<file path="config.mk">
export PLATFORM = sky130hd
export DESIGN_NAME = mbad_top
export DESIGN_NICKNAME = d
export VERILOG_FILES = /design/src/pkg/mbad_pkg.sv /design/src/hdl/mbad_top.sv /design/src/hdl/mbad_bank_decode.sv
export VERILOG_INCLUDE_DIRS = /design/src /design/src/pkg
export SDC_FILE = /design/constraint.sdc
export NUM_CORES = 1
export LEC_CHECK = 0
export ABC_CLOCK_PERIOD_IN_PS = 5900
export BUFFER_PORTS_ARGS = -buffer_cell sky130_fd_sc_hd__buf_2
export CAP_MARGIN = 25
export CORE_ASPECT_RATIO = 0.8
export CORE_MARGIN = 2
export CORE_UTILIZATION = 49
export DETAILED_ROUTE_END_ITERATION = 6
export HOLD_SLACK_MARGIN = 0.15
export PLACE_DENSITY = 0.78
export REMOVE_ABC_BUFFERS = 1
export SLEW_MARGIN = 20
export SYNTH_ARGS = -nofsm -noshare
export SYNTH_HDL_FRONTEND = slang
export SYNTH_SLANG_ARGS = --single-unit
</file>
<file path="constraint.sdc">
create_clock -name clk_sys_in -period 5.9 [get_ports clk_sys_in]
set_input_delay 1.18 -clock clk_sys_in [delete_from_list [all_inputs] [get_ports clk_sys_in]]
set_output_delay 1.18 -clock clk_sys_in [all_outputs]
set_load 0.01 [all_outputs]
</file>
<file path="src/pkg/mbad_regs.svh">
`ifndef MBAD_REGS_SVH
`define MBAD_REGS_SVH

// System clock period
`define MBAD_CLK_NS           50

// Command-to-access delay choices (the shortest 20 ns choice is not offered)
`define MBAD_CMD_DLY40_NS     40
`define MBAD_CMD_DLY60_NS     60
`define MBAD_CMD_DLY80_NS     80
`define MBAD_CMD_DLY40_CYC    ((`MBAD_CMD_DLY40_NS + `MBAD_CLK_NS - 1) / `MBAD_CLK_NS)
`define MBAD_CMD_DLY60_CYC    ((`MBAD_CMD_DLY60_NS + `MBAD_CLK_NS - 1) / `MBAD_CLK_NS)
`define MBAD_CMD_DLY80_CYC    ((`MBAD_CMD_DLY80_NS + `MBAD_CLK_NS - 1) / `MBAD_CLK_NS)

// Acknowledge delay step of the access-time counter
`define MBAD_ACK_STEP_NS      100
`define MBAD_ACK_STEP_CYC     ((`MBAD_ACK_STEP_NS + `MBAD_CLK_NS - 1) / `MBAD_CLK_NS)

// Page field: six top address bits pick one of 64 pages of 256K bytes
`define MBAD_PAGE_MSB         23
`define MBAD_PAGE_LSB         18
`define MBAD_PAGE_OFS_MSB     17

// Size select codes 2K, 4K, 8K, 16K, 32K; shift of the smallest device
`define MBAD_SIZE_SHIFT_BASE  5'h0B
`define MBAD_SIZE_CODE_MAX    4'h4

// Offset select (one-hot) and the offset in device units
`define MBAD_OFF_SEL_0        4'h1
`define MBAD_OFF_SEL_2        4'h2
`define MBAD_OFF_SEL_4        4'h4
`define MBAD_OFF_SEL_8        4'h8
`define MBAD_OFF_UNITS_0      5'h00
`define MBAD_OFF_UNITS_2      5'h02
`define MBAD_OFF_UNITS_4      5'h04
`define MBAD_OFF_UNITS_8      5'h08

// Decode units per bank in each transfer mode (a wide unit is a pair of sites)
`define MBAD_SPAN_NARROW      18'h00008
`define MBAD_SPAN_WIDE        18'h00004

// Synchroniser bit positions and their reset value (strobes idle high)
`define MBAD_SY_SYS_RD        0
`define MBAD_SY_SYS_WR        1
`define MBAD_SY_LOC_ASTB      2
`define MBAD_SY_LOC_RD        3
`define MBAD_SY_LOC_WR        4
`define MBAD_SY_MODE          5
`define MBAD_SY_EE_RDY        6
`define MBAD_SYNC_RST         8'h1F

`endif

</file>
<file path="src/pkg/mbad_pkg.sv">
package mbad_pkg;

    // Transfer sequencer states
    typedef enum logic [2:0] {
        S_IDLE,
        S_DELAY,
        S_ACCESS,
        S_ACK,
        S_MISS
    } mbad_fsm_t;

    // Device type of one half bank
    typedef enum logic [2:0] {
        DEV_UV_ROM,
        DEV_EE_ROM,
        DEV_SRAM,
        DEV_INT_RAM,
        DEV_NV_RAM
    } mbad_dev_t;

    // Per-bank placement settings
    typedef struct packed {
        logic [5:0] page;
        logic [3:0] size_sel;
        logic [3:0] offset_sel;
    } mbad_bank_cfg_t;

    // One host bus as seen at the board pins (strobes active low)
    typedef struct packed {
        logic [23:0] addr;
        logic [15:0] data;
        logic        rd_n;
        logic        wr_n;
        logic        high_byte_enable_n;
    } mbad_bus_in_t;

    // Whole state of the top module
    typedef struct packed {
        logic [7:0]  sync1;
        logic [7:0]  sync2;
        logic [7:0]  sync3;
        logic [7:0]  filt;
        mbad_fsm_t   fsm;
        logic [4:0]  cnt;
        logic [23:0] addr;
        logic [15:0] wdata;
        logic        hbe;
        logic        wr;
        logic        sysmode;
        logic        wide;
        logic        odd;
        logic [1:0]  page_hit;
        logic [15:0] mem_addr;
        logic [15:0] mem_cs_n;
        logic [15:0] mem_wdata;
        logic        mem_oe_n;
        logic        mem_we_n;
        logic [15:0] rdata;
        logic        sys_oe;
        logic        loc_oe;
        logic        sys_ack_n;
        logic        loc_ack_n;
        logic [7:0]  irq;
    } mbad_state_t;

endpackage

</file>
<file path="src/hdl/mbad_top.sv">
`timescale 1ns/1ns
`default_nettype none
`include "mbad_regs.svh"

// Functional notes
// - Six top address bits equal page setting
// - Page setting picks one of 64 pages
// - Banks placed independently, same page allowed
// - Per-bank decoder from mid bits and size
// - Offset settings fix block start and end
// - Chip selects only inside page and block
// - Latch address from active bus, strobe local
// - Delay access start until decoding completes
// - Reads drive addressed data onto active bus
// - Writes pass bus data to addressed location
// - Acknowledge after selectable delay on active bus
// - One mode setting picks exactly one bus
// - Narrow mode routes address bits 0-15
// - Wide mode routes address bits 1-16
// - Nonvolatile ready states routed to interrupt level
// - Device type chosen per half bank
// - Command delay 40, 60 or 80 ns
// - Wide mode: address bit 0 gates low device, byte enable gates high device
module mbad_top (
    input  wire logic                           clk_sys_in,
    input  wire logic                           rst_in,
    input  wire logic                           mode_sys_bus_in,
    input  wire logic                           wide_mode_in,
    input  wire logic [1:0]                     cmd_delay_sel_in,
    input  wire logic [2:0]                     ack_delay_sel_in,
    input  wire mbad_pkg::mbad_bank_cfg_t [1:0] bank_cfg_in,
    input  wire mbad_pkg::mbad_dev_t [3:0]      dev_type_in,
    input  wire mbad_pkg::mbad_bus_in_t         sys_bus_in,
    input  wire mbad_pkg::mbad_bus_in_t         loc_bus_in,
    input  wire logic                           loc_astb_n_in,
    input  wire logic [15:0]                    mem_rdata_in,
    input  wire logic [1:0]                     ee_ready_in,
    input  wire logic [1:0]                     ee_route_en_in,
    input  wire logic [2:0]                     rdy_level_in,
    input  wire logic [2:0]                     nrdy_level_in,
    output logic [15:0]                         sys_data_out,
    output logic                                sys_data_oe_out,
    output logic                                sys_ack_n_out,
    output logic [15:0]                         loc_data_out,
    output logic                                loc_data_oe_out,
    output logic                                loc_ack_n_out,
    output logic [15:0]                         mem_addr_out,
    output logic [15:0]                         mem_cs_n_out,
    output logic                                mem_oe_n_out,
    output logic                                mem_we_n_out,
    output logic [15:0]                         mem_wdata_out,
    output logic [1:0]                          page_hit_out,
    output logic [7:0]                          int_req_out
);
    import mbad_pkg::*;

    // Reset image of the whole state; strobes and enables idle inactive
    localparam mbad_state_t ST_RST = '{
        sync1:     `MBAD_SYNC_RST,
        sync2:     `MBAD_SYNC_RST,
        sync3:     `MBAD_SYNC_RST,
        filt:      `MBAD_SYNC_RST,
        fsm:       S_IDLE,
        mem_cs_n:  16'hFFFF,
        mem_oe_n:  1'b1,
        mem_we_n:  1'b1,
        sys_ack_n: 1'b1,
        loc_ack_n: 1'b1,
        default:   '0
    };

    mbad_state_t st;              // Registered state
    mbad_state_t nx;              // Next state
    logic [7:0]  filt_nx;         // Filtered pin levels, next value
    logic [1:0]  page_hit;        // Page match per bank
    logic [1:0]  block_hit;       // Page and block match per bank
    logic [7:0]  cs_en [2];       // Chip-select enables per bank
    logic [7:0]  irq_vec [2];     // Interrupt contribution per bank
    logic        sys_cmd;         // System bus read or write asserted
    logic        loc_cmd;         // Local bus read or write asserted
    logic        cmd_active;      // Command on the bus latched at start
    logic        astb_fall;       // Local address strobe just asserted
    logic [4:0]  cmd_cnt;         // Command delay in cycles
    logic [4:0]  ack_cnt;         // Access time before acknowledge
    logic        use_b;           // Bank B serves this access
    logic [7:0]  sel_cs;          // Enables of the serving bank
    logic        rom_half;        // Target half bank is read-only

    // Per-pin agreement filter and per-bank decode plus interrupt routing
    genvar gi;
    generate
        for (gi = 0; gi < 8; gi++) begin : g_sync
            // A change counts only once stages two and three agree
            assign filt_nx[gi] = (st.sync2[gi] == st.sync3[gi]) ? st.sync2[gi] : st.filt[gi];
        end
        for (gi = 0; gi < 2; gi++) begin : g_bank
            logic has_ee; // Either half of this bank holds electrically erasable ROM
            mbad_bank_decode u_dec (
                .addr_in       (st.addr),
                .cfg_in        (bank_cfg_in[gi]),
                .wide_in       (st.wide),
                .hbe_in        (st.hbe),
                .page_hit_out  (page_hit[gi]),
                .block_hit_out (block_hit[gi]),
                .cs_en_out     (cs_en[gi])
            );
            assign has_ee = (dev_type_in[2*gi] == DEV_EE_ROM)
                            || (dev_type_in[2*gi+1] == DEV_EE_ROM);
            // Ready and not-ready each go to their chosen level
            always_comb begin
                irq_vec[gi] = 8'h00;
                if (ee_route_en_in[gi] && has_ee) begin
                    irq_vec[gi][rdy_level_in]  = st.filt[`MBAD_SY_EE_RDY + gi];
                    irq_vec[gi][nrdy_level_in] = irq_vec[gi][nrdy_level_in]
                                                 | ~st.filt[`MBAD_SY_EE_RDY + gi];
                end
            end
        end
    endgenerate

    // Command decode and delay selection
    always_comb begin
        sys_cmd    = ~st.filt[`MBAD_SY_SYS_RD] | ~st.filt[`MBAD_SY_SYS_WR];
        loc_cmd    = ~st.filt[`MBAD_SY_LOC_RD] | ~st.filt[`MBAD_SY_LOC_WR];
        cmd_active = st.sysmode ? sys_cmd : loc_cmd;
        astb_fall  = st.filt[`MBAD_SY_LOC_ASTB] & ~filt_nx[`MBAD_SY_LOC_ASTB];
        case (cmd_delay_sel_in)
            2'h0:    cmd_cnt = 5'(`MBAD_CMD_DLY40_CYC);
            2'h1:    cmd_cnt = 5'(`MBAD_CMD_DLY60_CYC);
            default: cmd_cnt = 5'(`MBAD_CMD_DLY80_CYC);
        endcase
        // Counter steps of 100 ns, one to eight steps
        ack_cnt = 5'(({2'b00, ack_delay_sel_in} + 5'h01) * 5'(`MBAD_ACK_STEP_CYC));
        // Bank A wins when both banks claim the same address
        use_b    = ~block_hit[0];
        sel_cs   = use_b ? cs_en[1] : cs_en[0];
        rom_half = dev_type_in[{use_b, ~|sel_cs[3:0]}] == DEV_UV_ROM;
    end

    // Next-state logic
    always_comb begin
        nx       = st;
        nx.sync1 = {ee_ready_in, mode_sys_bus_in, loc_bus_in.wr_n, loc_bus_in.rd_n,
                    loc_astb_n_in, sys_bus_in.wr_n, sys_bus_in.rd_n};
        nx.sync2 = st.sync1;
        nx.sync3 = st.sync2;
        nx.filt  = filt_nx;
        nx.irq   = irq_vec[0] | irq_vec[1];
        case (st.fsm)
            S_IDLE: begin
                nx.sysmode = st.filt[`MBAD_SY_MODE];
                // Local bus: address is caught on its strobe, ahead of the command
                if (!st.filt[`MBAD_SY_MODE] && astb_fall) begin
                    nx.addr = loc_bus_in.addr;
                end
                if (st.filt[`MBAD_SY_MODE] ? sys_cmd : loc_cmd) begin
                    if (st.filt[`MBAD_SY_MODE]) begin
                        nx.addr  = sys_bus_in.addr;
                        nx.wdata = sys_bus_in.data;
                        nx.hbe   = ~sys_bus_in.high_byte_enable_n;
                        nx.wr    = ~st.filt[`MBAD_SY_SYS_WR];
                    end else begin
                        nx.wdata = loc_bus_in.data;
                        nx.hbe   = ~loc_bus_in.high_byte_enable_n;
                        nx.wr    = ~st.filt[`MBAD_SY_LOC_WR];
                    end
                    nx.wide = wide_mode_in;
                    nx.cnt  = cmd_cnt;
                    nx.fsm  = S_DELAY;
                end
            end
            S_DELAY: begin
                // Decode settles on the latched address while the delay runs
                if (st.cnt <= 5'h01) begin
                    nx.page_hit = page_hit;
                    if (|block_hit) begin
                        nx.mem_cs_n = use_b ? {~sel_cs, 8'hFF} : {8'hFF, ~sel_cs};
                        nx.mem_addr = st.wide ? st.addr[16:1] : st.addr[15:0];
                        nx.odd      = |(sel_cs & 8'hAA);
                        nx.mem_oe_n = st.wr;
                        // Read-only halves take the cycle but never see a write pulse
                        nx.mem_we_n = ~st.wr | rom_half;
                        nx.mem_wdata = (!st.wide || st.addr[0])
                                       ? {st.wdata[7:0], st.wdata[7:0]} : st.wdata;
                        nx.cnt      = ack_cnt;
                        nx.fsm      = S_ACCESS;
                    end else begin
                        nx.fsm = S_MISS;
                    end
                end else begin
                    nx.cnt = st.cnt - 5'h01;
                end
            end
            S_ACCESS: begin
                if (st.cnt <= 5'h01) begin
                    // Swap lanes so a single byte always lands where the host expects
                    if (!st.wide) begin
                        nx.rdata = {8'h00, st.odd ? mem_rdata_in[15:8] : mem_rdata_in[7:0]};
                    end else if (st.addr[0]) begin
                        nx.rdata = {mem_rdata_in[15:8], mem_rdata_in[15:8]};
                    end else begin
                        nx.rdata = mem_rdata_in;
                    end
                    nx.sys_oe    = st.sysmode & ~st.wr;
                    nx.loc_oe    = ~st.sysmode & ~st.wr;
                    nx.sys_ack_n = ~st.sysmode;
                    nx.loc_ack_n = st.sysmode;
                    // Write pulse ends on the same edge that the acknowledge goes out
                    nx.mem_we_n  = 1'b1;
                    nx.mem_oe_n  = 1'b1;
                    nx.mem_cs_n  = 16'hFFFF;
                    nx.fsm       = S_ACK;
                end else begin
                    nx.cnt = st.cnt - 5'h01;
                end
            end
            S_ACK: begin
                // Host keeps the command until it sees the acknowledge
                if (!cmd_active) begin
                    nx.sys_ack_n = 1'b1;
                    nx.loc_ack_n = 1'b1;
                    nx.sys_oe    = 1'b0;
                    nx.loc_oe    = 1'b0;
                    nx.fsm       = S_IDLE;
                end
            end
            S_MISS: begin
                // Another slave owns this address; stay silent until it ends
                if (!cmd_active) begin
                    nx.fsm = S_IDLE;
                end
            end
            default: begin
                nx.fsm = S_IDLE;
            end
        endcase
        if (rst_in) begin
            nx = ST_RST;
        end
    end

    // State register
    always_ff @(posedge clk_sys_in) begin
        st <= nx;
    end

    // Outputs straight from the state register
    assign sys_data_out    = st.rdata;
    assign sys_data_oe_out = st.sys_oe;
    assign sys_ack_n_out   = st.sys_ack_n;
    assign loc_data_out    = st.rdata;
    assign loc_data_oe_out = st.loc_oe;
    assign loc_ack_n_out   = st.loc_ack_n;
    assign mem_addr_out    = st.mem_addr;
    assign mem_cs_n_out    = st.mem_cs_n;
    assign mem_oe_n_out    = st.mem_oe_n;
    assign mem_we_n_out    = st.mem_we_n;
    assign mem_wdata_out   = st.mem_wdata;
    assign page_hit_out    = st.page_hit;
    assign int_req_out     = st.irq;

    // Accesses only happen inside a page that one bank claims
    a_page_match: assert property (@(posedge clk_sys_in) disable iff (rst_in)
        (st.fsm == S_ACCESS) |-> ((st.addr[23:18] == bank_cfg_in[0].page)
                                 || (st.addr[23:18] == bank_cfg_in[1].page)))
        else $error("access outside both pages");

    // Chip selects only fall after the decode delay
    a_delay_first: assert property (@(posedge clk_sys_in) disable iff (rst_in)
        ((st.mem_cs_n != 16'hFFFF) && ($past(st.mem_cs_n) == 16'hFFFF))
        |-> ($past(st.fsm) == S_DELAY))
        else $error("chip select without decode delay");

    // Shortest delay choice leaves the delay state after one cycle
    a_cmd_delay40: assert property (@(posedge clk_sys_in) disable iff (rst_in)
        ((st.fsm == S_IDLE) ##1 ((st.fsm == S_DELAY) && ($past(cmd_delay_sel_in) == 2'h0)))
        |-> ##1 (st.fsm != S_DELAY))
        else $error("40 ns delay not one cycle");

    // The 60 ns choice holds the delay for two cycles
    a_cmd_delay60: assert property (@(posedge clk_sys_in) disable iff (rst_in)
        ((st.fsm == S_IDLE) ##1 ((st.fsm == S_DELAY) && ($past(cmd_delay_sel_in) == 2'h1)))
        |-> ##1 (st.fsm == S_DELAY) ##1 (st.fsm != S_DELAY))
        else $error("60 ns delay not two cycles");

    // Memory address follows the transfer mode's bit routing
    a_addr_route: assert property (@(posedge clk_sys_in) disable iff (rst_in)
        (st.fsm == S_ACCESS)
        |-> (st.mem_addr == (st.wide ? st.addr[16:1] : st.addr[15:0])))
        else $error("device address routing wrong");

    // Write strobe only during a write access
    a_write_dir: assert property (@(posedge clk_sys_in) disable iff (rst_in)
        !st.mem_we_n |-> (st.wr && (st.fsm == S_ACCESS) && st.mem_oe_n))
        else $error("write strobe outside write access");

    // Data driven only on reads, after the access, on the active bus
    a_read_drive: assert property (@(posedge clk_sys_in) disable iff (rst_in)
        (st.sys_oe || st.loc_oe)
        |-> (!st.wr && (st.fsm == S_ACK) && (st.sys_oe == st.sysmode) && !(st.sys_oe && st.loc_oe)))
        else $error("data driven wrongly");

    // Only the selected bus ever sees an acknowledge
    a_ack_one_bus: assert property (@(posedge clk_sys_in) disable iff (rst_in)
        (!st.sys_ack_n |-> st.sysmode) and (!st.loc_ack_n |-> !st.sysmode))
        else $error("acknowledge on inactive bus");

    // A miss stays silent
    a_miss_quiet: assert property (@(posedge clk_sys_in) disable iff (rst_in)
        (st.fsm == S_MISS) |-> (st.sys_ack_n && st.loc_ack_n && !st.sys_oe && !st.loc_oe
                                && (st.mem_cs_n == 16'hFFFF)))
        else $error("miss drove the bus");

    // Acknowledge follows the shortest access-time count exactly
    a_ack_time: assert property (@(posedge clk_sys_in) disable iff (rst_in)
        ((st.fsm == S_DELAY) ##1 ((st.fsm == S_ACCESS) && ($past(ack_delay_sel_in) == 3'h0)))
        |-> ##1 (st.fsm == S_ACCESS) ##1 ((st.fsm == S_ACK) && !(st.sys_ack_n && st.loc_ack_n)))
        else $error("acknowledge delay wrong");

endmodule
`default_nettype wire

</file>
<file path="src/hdl/mbad_bank_decode.sv">
`timescale 1ns/1ns
`default_nettype none
`include "mbad_regs.svh"

// Page compare and chip-select decode for one bank; purely combinational
module mbad_bank_decode (
    input  wire logic [23:0]              addr_in,
    input  wire mbad_pkg::mbad_bank_cfg_t cfg_in,
    input  wire logic                     wide_in,
    input  wire logic                     hbe_in,
    output logic                          page_hit_out,
    output logic                          block_hit_out,
    output logic [7:0]                    cs_en_out
);
    import mbad_pkg::*;

    logic [4:0]  shift;      // Log2 of the bytes covered by one decode unit
    logic        size_ok;    // Size code is one of the supported sizes
    logic [4:0]  off_units;  // Offset in device units
    logic        off_ok;     // Exactly one offset choice made
    logic [17:0] unit;       // Decode unit index within the page
    logic [17:0] first;      // First unit of the block
    logic [17:0] span;       // Units in the block
    logic [2:0]  site;       // Lowest site addressed
    logic        in_range;   // Address inside page and block

    // Page match, block range and chip-select enables
    always_comb begin
        page_hit_out = &(~(addr_in[`MBAD_PAGE_MSB:`MBAD_PAGE_LSB] ^ cfg_in.page));
        size_ok = (cfg_in.size_sel <= `MBAD_SIZE_CODE_MAX);
        // Wide mode pairs two sites, so one unit covers twice the bytes
        shift = `MBAD_SIZE_SHIFT_BASE + {1'b0, cfg_in.size_sel} + {4'h0, wide_in};
        off_ok = 1'b1;
        case (cfg_in.offset_sel)
            `MBAD_OFF_SEL_0: off_units = `MBAD_OFF_UNITS_0;
            `MBAD_OFF_SEL_2: off_units = `MBAD_OFF_UNITS_2;
            `MBAD_OFF_SEL_4: off_units = `MBAD_OFF_UNITS_4;
            `MBAD_OFF_SEL_8: off_units = `MBAD_OFF_UNITS_8;
            default: begin
                // No or several offsets fitted: bank never answers
                off_units = `MBAD_OFF_UNITS_0;
                off_ok    = 1'b0;
            end
        endcase
        unit  = addr_in[`MBAD_PAGE_OFS_MSB:0] >> shift;
        first = {13'h0000, off_units >> wide_in};
        span  = wide_in ? `MBAD_SPAN_WIDE : `MBAD_SPAN_NARROW;
        in_range = page_hit_out && size_ok && off_ok
                   && (unit >= first) && ((unit - first) < span);
        site = wide_in ? {unit[1:0], 1'b0} : unit[2:0];
        cs_en_out = 8'h00;
        if (in_range) begin
            if (wide_in) begin
                // Low device by address bit zero, high device by byte enable
                cs_en_out[site]        = ~addr_in[0];
                cs_en_out[site | 3'h1] = hbe_in;
            end else begin
                cs_en_out[site] = 1'b1;
            end
        end
        block_hit_out = in_range && (|cs_en_out);
    end

endmodule
`default_nettype wire

</file>
==> run_results.csv <==
group,metric,value,unit
layout,area_delta_synth_final,16.19,%
global_route,grt-busiest-layer,"met2",
sta,finalHoldViolations,0,
synth,ys.flop_type,"dfxtp_1",
global_route,grt_max_degree,74,
cts,cts.clk_slew.worst_paths,70,ps
place,io_buffers,257,
worst_setup_path,start_kind,"input pin",
synth,synth_edf_count,0,
cts,cts_root_buffer,"clkbuf_16",
cts,htree_levels,4,
drt,vias,8884,
pwr,p_seq_frac,0.443,
place,placed_area,0.01113,sq mm
drt,drtPass1Iterations,5,
global_route,gr-usage-met1,0.3240,
place,finalWeightedCongestion,0.9034,
cts,cts_buffers,17,
drt,wl,25.64,mm
cts,clk_latency,420,ps
worst_setup_path,critPathMaxFanout,4,
pwr,combPwrFrac,0.107,
sta,min_period_over_period,0.9434,
pwr,p_sw,0.6589,mW
flow_run,maxCapViolCount,0,
drt,drcViolationCount,0,
synth,async_reset_ff_frac,0,
floorplan,core-area,0.02052,sq mm
layout,nets,1501,
global_route,antenna_found_initial,0,
floorplan,fp.dieH,132.7,um
layout,fillers,1845,
layout,stdcell_area,0.01179,sq mm
drt,via_per_inst,5.539,
sta,slew_headroom,0.4298,
pwr,powerDensity,216.2,mW/mm^2
sta,max_clock_freq,179.7,MHz
sta,grt_setup_unrepaired,"no",
global_route,grt_pass1_vias,8209,
place,pre_cts_slack,-66.26,ps
cts,cts_setup_buffers,0,
layout,antenna_cells,0,
drt,antenna_left,0,
drt,drt-initial-drc-count,617,
global_route,met2_usage,0.3708,
pwr,max-vdd-ir-drop,0.0001778,V
global_route,grt_pass1_wl,41.17,mm
cts,cts_resized,0,
floorplan,fp-row-count,47,
cts,cts_tree,"yes",
synth,synth_warnings,0,
worst_setup_path,critPathArrivalTime,5870,ps
status,status,"finished clean",
global_route,grtUsageTotal,0.2326,
pwr,power.share.switching,0.2584,
sta,fin_skew,15.11,ps
sta,setup_viol_count_final,0,
sta,tightestPinTransition,853.4,ps
worst_setup_path,critPathCaptureType,"register",
sta,timing_max_transition_violations_final,0,
sta,fin_crit,5566,ps
cts,ctsHoldBuffers,0,
worst_hold_path,hp-class,"register to register",
pwr,p_leak,4.731,nW
floorplan,pin_count,258,
synth,syn_area,0.01015,sq mm
sta,setup_slack,334.2,ps
drt,wire_per_inst,15.98,um
floorplan,start_util,0.4944,
worst_setup_path,crit_type,"input pin to register",
cts,cts.sinks,165,
worst_setup_path,cp_data_required_time,6210,ps
synth,synth.distinct_cells,81,
global_route,gr-usage-met3,0.04326,
synth,ys_seq_area_frac,0.3256,
place,hpwl,19.06,mm
synth,synthCells,1165,
cts,clk_path_buf_depth,2,
floorplan,die_area,0.02188,sq mm
synth,synth_area_per_cell,8.709,sq um
synth,synth-seq-cells,165,
pwr,power.internal,1.890,mW
layout,drive_gt1_frac,0.3146,
pwr,clkPwrFrac,0.450,
global_route,gr-total-overflow,0,
floorplan,fp.dieW,164.9,um
-- kinds of logic (layout without fill, tap and decap cells) --
kind of cell,count (synthesis),after routing,synth area share
AO/OA/AOI/OAI,257,257,0.1802
XOR/XNOR,26,26,0.02503
adder cells (fa/ha/maj),17,17,0.02096
buffers and inverters,182,352,0.1083
flip-flops,165,165,0.3256
multiplexers,144,144,0.1628
AND/OR/NAND/NOR,374,374,0.1772
-- power by group through the flow --
stage | clock [mW] | sequential, mW | combinational (mW)
global route | 1.23 | 1.13 | 0.300
finish | 1.15 | 1.13 | 0.272
CTS | 1.17 | 1.13 | 0.271
floorplan | 0 | 1.15 | 0.142
global placement | 0 | 1.15 | 0.265
detailed placement | 0 | 1.16 | 0.269
-- flip-flops by register name, indices dropped and copies added (netlist names), 2 cells and up --
| name | flops |
|---|---|
| mem_cs_n_out | 16 |
| st | 85 |
| mem_addr_out | 16 |
| int_req_out | 8 |
| loc_data_out | 16 |
| mem_wdata_out | 16 |
| page_hit_out | 2 |
-- worst max-delay path, cell delays in order --
cell and delay (ps):
buf_2 80, inv_1 50, ha_1 230, buf_4 160, xnor2_1 240, a211oi_1 80, a21oi_1 190, o21ai_0 100
a211oi_1 470, ha_1 310, nor2b_1 140, o21a_1 170, nor2_1 120, xnor2_1 80, ha_1 180, nor2_1 90
nand2_1 90, nor4_1 380, or4b_4 540, a21oi_2 270, nor4_1 90, a2111o_1 350, a221o_1 290
-- routing by layer --
| metal | wire, um | share of wire |
|---|---|---|
| met3 | 1566 | 0.061 |
| met2 | 11690 | 0.46 |
| met4 | 345 | 0.013 |
| met1 | 12030 | 0.47 |
| met5 | 0 | 0 |
-- through the flow --
stage          hold WS, ps  TNS (ps)  cells  power, mW    util
2_1_floorplan        389.5    -76710    999      1.296       -
5_1_grt              429.4         0   1604      2.657  0.5744
3_5_place_dp         397.9    -259.9   1570      1.425  0.5422
6_report             414.6         0   1604      2.549  0.5744
3_3_place_gp         391.7         0   1570      1.420  0.5422
4_1_cts              415.1         0   1602      2.571  0.5727
-- worst paths after layout --
check | startpoint | end | slack, ps | depth (start not counted)
worst max-delay path | bank_cfg_in[4] | mem_we_n_out$_SDFFE_PP1P_ | 330 | 23
worst min-delay path | st[159]$_SDFF_PP1_ | st[151]$_SDFF_PP1_ | 410 | 1
worst max register to register | st[81]$_SDFFE_PP0P_ | mem_cs_n_out[11]$_SDFFE_PP1P_ | 820 | 22
worst min register to register | st[159]$_SDFF_PP1_ | st[151]$_SDFF_PP1_ | 410 | 1
-- layout make-up --
class                           count  area [sq um]  share of cell area
Clock buffer                       20         466.7             0.03959
Clock inverter                     12         158.9             0.01348
Inverter                           16         60.06            0.005094
Multi-Input combinational cell    818          5763              0.4889
Sequential cell                   165          3304              0.2803
Tap cell                          269         336.6             0.02855
Timing Repair Buffer              304          1699              0.1441
-- Yosys cell counts, types with 5 or more instances --
cell type / number / area [sq um]
nor3b_1: 11 / 82.58
nand3_1: 27 / 135.1
a21oi_1: 59 / 295.3
o21ai_1: 6 / 30.03
o21ai_0: 34 / 170.2
nand3b_1: 6 / 45.04
nor3_1: 24 / 120.1
o22ai_1: 8 / 50.05
and2_1: 8 / 50.05
mux2_2: 28 / 315.3
nor4_1: 8 / 50.05
o22a_1: 21 / 183.9
mux2i_1: 102 / 1021
a31oi_1: 13 / 81.33
nand2b_1: 10 / 62.56
buf_2: 5 / 25.02
buf_4: 93 / 698.2
nand2_1: 56 / 210.2
xnor2_1: 18 / 157.7
buf_6: 8 / 90.09
or2_2: 17 / 106.4
clkbuf_1: 56 / 210.2
nor2b_1: 27 / 168.9
a2bb2oi_2: 5 / 75.07
a211oi_1: 54 / 405.4
nor2_1: 161 / 604.3
ha_1: 17 / 212.7
mux4_2: 14 / 315.3
inv_1: 14 / 52.55
dfxtp_1: 165 / 3303
xor2_1: 6 / 52.55
-- cells in the final DEF (no fill, tap or decap), types with 17 or more instances in the layout --
cell type,synthesis,layout
mux2_2,28,28
a211oi_1,54,54
nor3_1,24,23
nand2_1,56,56
a21oi_1,59,59
nor2b_1,27,26
clkbuf_16,0,17
o21ai_0,34,34
nor2_1,161,161
ha_1,17,17
buf_4,93,44
dfxtp_1,165,164
mux2i_1,102,102
nand3_1,27,27
buf_2,5,256
xnor2_1,18,18
or2_2,17,17
o22a_1,21,21
Note: power is estimated with default switching activity, not from simulation.
